--- config.mk ---
export PLATFORM = sky130hd
export DESIGN_NAME = ccc_config_regs
export DESIGN_NICKNAME = d
export VERILOG_FILES = /design/src/rtl/ccc_pkg.sv /design/src/rtl/ccc_strobe_filter.sv /design/src/rtl/ccc_config_regs.sv
export SDC_FILE = /design/constraint.sdc
export NUM_CORES = 1
export LEC_CHECK = 0
export ABC_AREA = 1
export ABC_CLOCK_PERIOD_IN_PS = 2400
export BUFFER_PORTS_ARGS = -buffer_cell sky130_fd_sc_hd__buf_4
export CAP_MARGIN = 5
export CELL_PAD_IN_SITES_DETAIL_PLACEMENT = 0
export CELL_PAD_IN_SITES_GLOBAL_PLACEMENT = 1
export CORE_MARGIN = 5
export CORE_UTILIZATION = 45
export CTS_BUF_LIST = sky130_fd_sc_hd__clkbuf_16
export DETAILED_ROUTE_END_ITERATION = 10
export GPL_ROUTABILITY_DRIVEN = 0
export PLACE_DENSITY_LB_ADDON = 0.1
export SYNTH_ARGS = -nofsm -noshare
export SYNTH_HDL_FRONTEND = slang
export SYNTH_SLANG_ARGS = --single-unit
--- constraint.sdc ---
create_clock -name clock -period 2.4 [get_ports clock]
set_input_delay 0.6 -clock clock [delete_from_list [all_inputs] [get_ports clock]]
set_output_delay 0.6 -clock clock [all_outputs]
set_load 0.05 [all_outputs]
--- src/rtl/ccc_pkg.sv ---
package ccc_pkg;

   // ==========================================================
   // register offsets
   localparam logic [7:0] GENERAL_CONFIG_ONE_OFS = 8'h03;
   localparam logic [7:0] CONTROL_LINK_WATCHDOG_OFS = 8'h04;
   localparam logic [7:0] SERIAL_BUS_CONTROL_ONE_OFS = 8'h05;

   // ==========================================================
   // reset values
   localparam logic [7:0] GENERAL_CONFIG_ONE_RST = 8'hF0;
   localparam logic [7:0] CONTROL_LINK_WATCHDOG_RST = 8'hFE;
   localparam logic [7:0] SERIAL_BUS_CONTROL_ONE_RST = 8'h1E;
   localparam logic [7:0] UNMAPPED_READ_VALUE = 8'h00;

   // ==========================================================
   // field positions, general_config_one
   localparam int GC1_RSVD_HI_BIT = 7;
   localparam int BACK_LINK_CRC_OFF_BIT = 6;
   localparam int PULL_DIRECTION_SELECT_BIT = 5;
   localparam int STROBE_FILTER_ON_BIT = 4;
   localparam int PASS_MATCHED_BIT = 3;
   localparam int EARLY_ACK_BIT = 2;
   localparam int GATE_PIXELS_BY_VALID_BIT = 1;
   localparam int GC1_RSVD_LO_BIT = 0;

   // field positions, control_link_watchdog
   localparam int CONTROL_LINK_TIMEOUT_MSB = 7;
   localparam int CONTROL_LINK_TIMEOUT_LSB = 1;
   localparam int CONTROL_LINK_TIMEOUT_OFF_BIT = 0;

   // field positions, serial_bus_control_one
   localparam int PASS_ALL_BIT = 7;
   localparam int SDA_HOLD_MSB = 6;
   localparam int SDA_HOLD_LSB = 4;
   localparam int GLITCH_DEPTH_MSB = 3;
   localparam int GLITCH_DEPTH_LSB = 0;

   // ==========================================================
   // timing
   localparam longint CLOCK_HZ = 25000000;
   localparam longint WATCHDOG_UNIT_MS = 2;
   localparam longint WATCHDOG_UNIT_CYCLES = (WATCHDOG_UNIT_MS * CLOCK_HZ + 999) / 1000;
   localparam int SDA_HOLD_STEP_NS = 50;
   localparam int GLITCH_STEP_NS = 5;
   localparam int STROBE_MIN_CYCLES = 2;

   // ==========================================================
   // widths
   localparam int PIXEL_W = 24;
   localparam int STROBE_W = 3;
   localparam int TICK_W = 32;

   // ==========================================================
   // watchdog states
   typedef enum logic [1:0] {
      WD_IDLE = 2'b00,
      WD_RUN = 2'b01,
      WD_OFF = 2'b10
   } ccc_wd_e;

   // ==========================================================
   // strobe filter state
   typedef struct packed {
      logic [STROBE_W-1:0] syncA;
      logic [STROBE_W-1:0] syncB;
      logic [STROBE_W-1:0] held;
      logic [STROBE_W-1:0] strobeOut;
   } ccc_filt_s;

   // ==========================================================
   // top state
   typedef struct packed {
      logic [7:0] generalConfigOne;
      logic [7:0] controlLinkWatchdog;
      logic [7:0] serialBusControlOne;
      logic [7:0] readData;
      ccc_wd_e wdState;
      logic [TICK_W-1:0] tickCount;
      logic [6:0] unitCount;
      logic txnAbort;
      logic forwardTxn;
      logic ackWrite;
      logic [PIXEL_W-1:0] pixA;
      logic [PIXEL_W-1:0] pixB;
      logic [PIXEL_W-1:0] pixC;
      logic [PIXEL_W-1:0] pixD;
      logic [PIXEL_W-1:0] pixelOut;
      logic [STROBE_W-1:0] strobesOut;
   } ccc_top_s;

endpackage

--- src/rtl/ccc_strobe_filter.sv ---
module ccc_strobe_filter (
   input wire logic clock,
   input wire logic rst,
   input wire logic filterOn,
   input wire logic [ccc_pkg::STROBE_W-1:0] strobeIn,
   output logic [ccc_pkg::STROBE_W-1:0] strobeOut
);

   ccc_pkg::ccc_filt_s st_r;
   ccc_pkg::ccc_filt_s st_nxt;

   // ==========================================================
   // synchroniser and one-cycle pulse rejection
   always_comb begin
      st_nxt = st_r;
      st_nxt.syncA = strobeIn;
      st_nxt.syncB = st_r.syncA;
      st_nxt.held = st_r.syncB;
      for (int i = 0; i < ccc_pkg::STROBE_W; i++) begin
         // a level must be seen on two successive samples to pass
         if (!filterOn || (st_r.syncB[i] == st_r.held[i])) begin
            st_nxt.strobeOut[i] = st_r.held[i];
         end
      end
   end

   always_ff @(posedge clock) begin
      if (rst) begin
         st_r <= '0;
      end else begin
         st_r <= st_nxt;
      end
   end

   assign strobeOut = st_r.strobeOut;

endmodule // ccc_strobe_filter

--- src/rtl/ccc_config_regs.sv ---
// Summary of operation
// - crc-off bit at 1 disables back-link crc, at 0 enables; resets to 1.
// - pull-direction bit at 1 pulls undriven inputs down, at 0 up; resets 1.
// - filter on (reset) rejects strobe pulses under two cycles; off passes all.
// - matched pass-through bit forwards transactions whose address decode matches; reset off.
// - early-ack bit acknowledges writes whether or not link is locked; reset off.
// - protection-capable partner: pixels always gated by valid strobe; gating bit ignored.
// - other partner: pixels ungated unless gating bit set; bit resets to 0.
// - unfinished control transaction aborted when watchdog timeout expires, unless disabled.
// - seven-bit timeout field counts two-millisecond units; resets to 0x7F.
// - watchdog stopped while disable bit is 1, runs while 0 (reset).
// - pass-all bit forwards every transaction across control channel; reset off.
// - three-bit sda hold field in 50 ns steps; resets to 0x1.
// - four-bit glitch-filter field in 5 ns steps; resets to 0xE.
// - register digital reset returns all fields here to defaults.
module ccc_config_regs #(
   parameter int PIXEL_BITS = ccc_pkg::PIXEL_W,
   parameter longint WATCHDOG_UNIT_CYCLES = ccc_pkg::WATCHDOG_UNIT_CYCLES
) (
   input wire logic clock,
   input wire logic rst,
   input wire logic regsResetPulse,
   input wire logic [7:0] regAddr,
   input wire logic [7:0] regWrData,
   input wire logic regWrEn,
   input wire logic regRdEn,
   output logic [7:0] regRdData,
   input wire logic txnStart,
   input wire logic txnDone,
   output logic txnAbort,
   input wire logic addrMatch,
   input wire logic txnRequest,
   output logic forwardTxn,
   input wire logic writeReq,
   input wire logic linkLocked,
   output logic ackWrite,
   input wire logic remoteHasProtection,
   input wire logic pixelValidStrobe,
   input wire logic lineSync,
   input wire logic frameSync,
   input wire logic [PIXEL_BITS-1:0] pixelIn,
   output logic pixelValidOut,
   output logic lineSyncOut,
   output logic frameSyncOut,
   output logic [PIXEL_BITS-1:0] pixelOut,
   output logic backLinkCrcOn,
   output logic pullDirectionSelect,
   output logic [2:0] sdaHoldSteps,
   output logic [3:0] glitchDepthSteps
);

   ccc_pkg::ccc_top_s st_r;
   ccc_pkg::ccc_top_s st_nxt;
   logic [ccc_pkg::STROBE_W-1:0] filtered;
   logic [ccc_pkg::TICK_W-1:0] tickLast;

   assign tickLast = ccc_pkg::TICK_W'(WATCHDOG_UNIT_CYCLES - 1);

   // ==========================================================
   // register helpers
   function automatic logic [7:0] reset_value(input logic [7:0] ofs);
      case (ofs)
         ccc_pkg::GENERAL_CONFIG_ONE_OFS: reset_value = ccc_pkg::GENERAL_CONFIG_ONE_RST;
         ccc_pkg::CONTROL_LINK_WATCHDOG_OFS: reset_value = ccc_pkg::CONTROL_LINK_WATCHDOG_RST;
         ccc_pkg::SERIAL_BUS_CONTROL_ONE_OFS: reset_value = ccc_pkg::SERIAL_BUS_CONTROL_ONE_RST;
         default: reset_value = ccc_pkg::UNMAPPED_READ_VALUE;
      endcase
   endfunction

   function automatic ccc_pkg::ccc_top_s defaults();
      ccc_pkg::ccc_top_s d;
      d = '0;
      d.generalConfigOne = reset_value(ccc_pkg::GENERAL_CONFIG_ONE_OFS);
      d.controlLinkWatchdog = reset_value(ccc_pkg::CONTROL_LINK_WATCHDOG_OFS);
      d.serialBusControlOne = reset_value(ccc_pkg::SERIAL_BUS_CONTROL_ONE_OFS);
      d.wdState = ccc_pkg::WD_IDLE;
      return d;
   endfunction

   // ==========================================================
   // sync strobe filtering
   ccc_strobe_filter u_filter (
      .clock(clock),
      .rst(rst),
      .filterOn(st_r.generalConfigOne[ccc_pkg::STROBE_FILTER_ON_BIT]),
      .strobeIn({frameSync, lineSync, pixelValidStrobe}),
      .strobeOut(filtered)
   );

   // ==========================================================
   // next state
   always_comb begin
      logic gateOn;
      logic [6:0] timeoutUnits;
      logic wdOff;
      gateOn = 1'b0;
      timeoutUnits = 7'h00;
      wdOff = 1'b0;
      st_nxt = st_r;

      // register port
      if (regWrEn) begin
         case (regAddr)
            // reserved bits are stored and read back only
            ccc_pkg::GENERAL_CONFIG_ONE_OFS: st_nxt.generalConfigOne = regWrData;
            ccc_pkg::CONTROL_LINK_WATCHDOG_OFS: st_nxt.controlLinkWatchdog = regWrData;
            ccc_pkg::SERIAL_BUS_CONTROL_ONE_OFS: st_nxt.serialBusControlOne = regWrData;
            default: st_nxt.readData = st_r.readData;
         endcase
      end
      if (regRdEn) begin
         case (regAddr)
            ccc_pkg::GENERAL_CONFIG_ONE_OFS: st_nxt.readData = st_r.generalConfigOne;
            ccc_pkg::CONTROL_LINK_WATCHDOG_OFS: st_nxt.readData = st_r.controlLinkWatchdog;
            ccc_pkg::SERIAL_BUS_CONTROL_ONE_OFS: st_nxt.readData = st_r.serialBusControlOne;
            default: st_nxt.readData = ccc_pkg::UNMAPPED_READ_VALUE;
         endcase
      end

      // transaction forwarding and write acknowledge
      st_nxt.forwardTxn = txnRequest &&
         (st_r.serialBusControlOne[ccc_pkg::PASS_ALL_BIT] ||
          (st_r.generalConfigOne[ccc_pkg::PASS_MATCHED_BIT] && addrMatch));
      st_nxt.ackWrite = writeReq &&
         (linkLocked || st_r.generalConfigOne[ccc_pkg::EARLY_ACK_BIT]);

      // control channel watchdog
      timeoutUnits = st_r.controlLinkWatchdog[ccc_pkg::CONTROL_LINK_TIMEOUT_MSB:
                                              ccc_pkg::CONTROL_LINK_TIMEOUT_LSB];
      wdOff = st_r.controlLinkWatchdog[ccc_pkg::CONTROL_LINK_TIMEOUT_OFF_BIT];
      st_nxt.txnAbort = 1'b0;
      case (st_r.wdState)
         ccc_pkg::WD_IDLE: begin
            if (wdOff) begin
               st_nxt.wdState = ccc_pkg::WD_OFF;
            end else if (txnStart && !txnDone) begin
               st_nxt.wdState = ccc_pkg::WD_RUN;
               st_nxt.tickCount = '0;
               st_nxt.unitCount = 7'h00;
            end
         end
         ccc_pkg::WD_RUN: begin
            if (wdOff) begin
               st_nxt.wdState = ccc_pkg::WD_OFF;
            end else if (txnDone) begin
               // completion in the expiry cycle is not aborted
               st_nxt.wdState = ccc_pkg::WD_IDLE;
            end else if (st_r.tickCount == tickLast) begin
               st_nxt.tickCount = '0;
               st_nxt.unitCount = st_r.unitCount + 7'h01;
               // a zero timeout never expires
               if ((timeoutUnits != 7'h00) && ((st_r.unitCount + 7'h01) == timeoutUnits)) begin
                  st_nxt.txnAbort = 1'b1;
                  st_nxt.wdState = ccc_pkg::WD_IDLE;
               end
            end else begin
               st_nxt.tickCount = st_r.tickCount + ccc_pkg::TICK_W'(1);
            end
         end
         ccc_pkg::WD_OFF: begin
            st_nxt.tickCount = '0;
            st_nxt.unitCount = 7'h00;
            if (!wdOff) begin
               st_nxt.wdState = ccc_pkg::WD_IDLE;
            end
         end
         default: st_nxt.wdState = ccc_pkg::WD_IDLE;
      endcase

      // pixel path aligned with the filtered strobes
      st_nxt.pixA = pixelIn;
      st_nxt.pixB = st_r.pixA;
      st_nxt.pixC = st_r.pixB;
      st_nxt.pixD = st_r.pixC;
      st_nxt.strobesOut = filtered;
      gateOn = remoteHasProtection ||
               st_r.generalConfigOne[ccc_pkg::GATE_PIXELS_BY_VALID_BIT];
      if (gateOn && !filtered[0]) begin
         st_nxt.pixelOut = '0;
      end else begin
         st_nxt.pixelOut = st_r.pixD;
      end

      if (regsResetPulse) begin
         st_nxt = defaults();
      end
   end

   always_ff @(posedge clock) begin
      if (rst) begin
         st_r <= defaults();
      end else begin
         st_r <= st_nxt;
      end
   end

   // ==========================================================
   // outputs
   assign regRdData = st_r.readData;
   assign txnAbort = st_r.txnAbort;
   assign forwardTxn = st_r.forwardTxn;
   assign ackWrite = st_r.ackWrite;
   assign pixelOut = st_r.pixelOut;
   assign pixelValidOut = st_r.strobesOut[0];
   assign lineSyncOut = st_r.strobesOut[1];
   assign frameSyncOut = st_r.strobesOut[2];
   assign backLinkCrcOn = ~st_r.generalConfigOne[ccc_pkg::BACK_LINK_CRC_OFF_BIT];
   assign pullDirectionSelect = st_r.generalConfigOne[ccc_pkg::PULL_DIRECTION_SELECT_BIT];
   assign sdaHoldSteps = st_r.serialBusControlOne[ccc_pkg::SDA_HOLD_MSB:ccc_pkg::SDA_HOLD_LSB];
   assign glitchDepthSteps = st_r.serialBusControlOne[ccc_pkg::GLITCH_DEPTH_MSB:ccc_pkg::GLITCH_DEPTH_LSB];

endmodule // ccc_config_regs

==> metrics.txt <==
clock skew=around 19 ps; Clk Latency, worst-skew pair=520 ps; Finished Layout Cells=about 1400; Detailed Route WL=16730 microns; RSZ-0062 raised after global routing=no; Layout Nets=approximately 1200; Post-DP HPWL=roughly 12000 microns; reg2reg path depth=12; Reg power frac=between 40% and 50%; status=completed; # rows=49; Leak=about 4.0 nW; Core Region=between 15000 and 20000 sq um; cts-stage hold buffer count=0; largest net degree at the start of global routing=97; asr flop ratio synth=0%; Slew @ Worst Pin=381.8 ps; CTS max path bufs=3; via count=6213; crit-path max FO=9; crit path time final=about 1900 ps; crit path launch type=flip-flop; final slew viol count=0; overall power=slightly above 0.007 W; Critical Path RT=between 2000 and 3000 ps; VDD IR max=a little under 0.7 mV; I/O Pins=just over 100; Routed Antenna Nets=0; Yosys reg bits=between 200 and 250; Hold WC Path Type=in2reg; vias per cell=between 4 and 5; CTS resizes=0; drt pass-1 iters=4; pwr dens=between 700 and 800 nW/um^2; post-route setup TNS=0 ps; CTS tree=yes; f_max=just over 500 MHz; Top FF cell, synth=dfxtp_1; final setup fails=0; EDFF count, synth=0; number of antenna violations at the first check in global routing=0; final core area utilization=approximately 54%; root buf cell=clkbuf_16; critical path arrival=2350 ps; Port Buf Inserts=roughly 100; kind of critical path=reg2reg; Final Hold Vio Count=0; P&R area growth vs syn=17.98%; Syn. warnings=0; Mapped Cells=~1100; Mean Syn Cell Area=~7.6 sq um; max_cap viols=0; clock power share=between 40% and 50%; distinct cell type count after synthesis=37; Max-slew headroom=roughly 75%; die footprint=between 20000 and 25000 sq um; global-route wire length before repair=roughly 28000 microns; Vert. Die Dim=145.1 microns; initial drt markers=211; CTS sink cnt=between 200 and 250; ANT cells=0; CTS buffer count=23; vias in the first global route=~5700; H-tree levels=1; total placed cells including tap cells=1364; sequential share of the synthesized area=51.40%; Avg WL per Cell=approximately 12 microns; Reg clk slew, reported paths=roughly 60 ps; CP endpoint kind=flip-flop; die width=roughly 150 microns; GRT overflow=0; DRC Markers=0; Starting Density=between 40% and 50%; fraction of layout cells with a size suffix above 1=15.46%; fin crit share=80.87%; Combinational Power Share=under 10%; Switching Fraction=~21%; gr usage total=15.53%; Mapped Area=between 8000 and 9000 sq um; P_int=~0.0056 W; NetSw=around 0.0015 W; post-CTS setup buffers=0; Worst Hold Depth=3; Synth Net Count=about 1100
## metal layers
metal / up-vias / share of wire, % / GRT usage, %
li1: 3392 / - / -
met1: 2679 / 46 / 19.31
met2: 113 / 46 / 26.48
met3: 29 / 5.7 / 3.898
met4: 0 / 2.3 / 4.944
met5: - / 0 / 0
## cell usage in the layout (no fill, tap or decap), types with 2 or more instances in the layout
cell type	n
a21oi_1	39
buf_4	112
bufinv_16	2
clkbuf_16	23
clkinv_1	7
clkinv_2	5
dfxtp_1	211
ha_1	2
inv_1	211
nand2_1	188
nand2_2	8
nand3_1	44
nand3_4	2
nand4_1	7
nor2_1	215
nor2_2	7
nor2_4	5
nor3_1	19
nor3_4	3
nor3b_2	3
nor4_1	2
o211ai_1	21
o21ai_0	14
o21bai_1	3
o221ai_1	2
xor2_1	6
## Yosys cell counts, drive strengths merged, types with 2 or more instances
| cell | instances | area, sq um |
|---|---|---|
| ha | 2 | 25.02 |
| dfxtp | 211 | 4224 |
| nor3 | 23 | 153.9 |
| nor3b | 4 | 45.05 |
| clkbuf | 20 | 75.07 |
| o21bai | 3 | 22.52 |
| nor2 | 228 | 927.1 |
| nand2 | 196 | 755.7 |
| o211ai | 21 | 157.7 |
| buf | 44 | 322.8 |
| inv | 209 | 784.5 |
| nand4 | 8 | 56.30 |
| a21oi | 39 | 195.2 |
| nor4 | 3 | 25.02 |
| xor2 | 6 | 52.55 |
| o21ai | 15 | 78.83 |
| nand3 | 47 | 265.3 |
| o221ai | 2 | 17.52 |
## worst max-delay path, cell delays in order (launching register included)
cell,delay [ps]
dfxtp_1,380
ha_1,180
nand2_1,110
nor2_4,150
nand4_1,130
nor2_1,100
nand3_1,130
nand2_1,100
nand2_2,130
nand2_2,120
inv_1,140
nand2_1,100
nor2_1,40
## final cells by class
type / count / area, sq um
clock inverters: 19 / 150.1
repair buffers: 113 / 860.8
multi-input cells: 601 / 2808
clock buffers: 23 / 575.6
flip-flops and latches: 211 / 4224
well taps: 229 / 286.5
fillers: 1733 / 8268
inverters: 210 / 790.8
## sequential cells by signal, summed over array words and instances, names as in the netlist
| register | cells |
|---|---|
| pixelValidOut | 1 |
| forwardTxn | 1 |
| u_filter.strobeOut | 3 |
| regRdData | 8 |
| pullDirectionSelect | 1 |
| lineSyncOut | 1 |
| u_filter.st_nxt | 6 |
| glitchDepthSteps | 4 |
| ackWrite | 1 |
| sdaHoldSteps | 3 |
| frameSyncOut | 1 |
| pixelOut | 24 |
| txnAbort | 1 |
| st_r | 153 |
| u_filter.st_r | 3 |
## power groups by stage
stage / sequential (W) / clock (W) / combinational [W]
finish: 0.00355 / 0.00335 / 0.000237
global route: 0.00355 / 0.00362 / 0.000266
CTS: 0.00355 / 0.00347 / 0.000241
detailed placement: 0.00362 / 0 / 0.000241
global placement: 0.00362 / 0 / 0.000240
floorplan: 0.00362 / 0 / 0.000125
## worst paths after layout
| kind | to | startpoint | slack (ps) |
|---|---|---|---|
| max reg2reg | st_r[148]$_SDFFE_PP0P_ | st_r[133]$_SDFFE_PP0P_ | 460 |
| min | u_filter.st_nxt[8]$_SDFF_PP0_ | frameSync | 290 |
| min reg2reg | st_r[75]$_SDFF_PP0_ | st_r[99]$_SDFF_PP0_ | 400 |
| max | st_r[148]$_SDFFE_PP0P_ | st_r[133]$_SDFFE_PP0P_ | 460 |
## per-stage QoR
| stage | setup slack, ps | cell area (sq um) | hold slack, ps |
|---|---|---|---|
| 6_report | 459.1 | 9696 | 287.0 |
| 5_1_grt | 229.3 | 9696 | 280.1 |
| 4_1_cts | 461.6 | 9696 | 262.5 |
| 3_5_place_dp | 380.6 | 8970 | 395.0 |
| 3_3_place_gp | 438.0 | 8970 | 389.0 |
| 2_1_floorplan | 695.2 | 8218 | 388.3 |
## cell families after synthesis
logic type               Yosys count  synth area share [%]
AO/OA/AOI/OAI                     82                 5.908
XOR/XNOR                           6                0.6395
adder cells (fa/ha/maj)            2                0.3045
buffers and inverters            274                 14.43
flip-flops                       211                 51.40
multiplexers                       1                0.1218
AND/OR/NAND/NOR                  510                 27.19
Note: power is estimated with default switching activity, not from simulation.
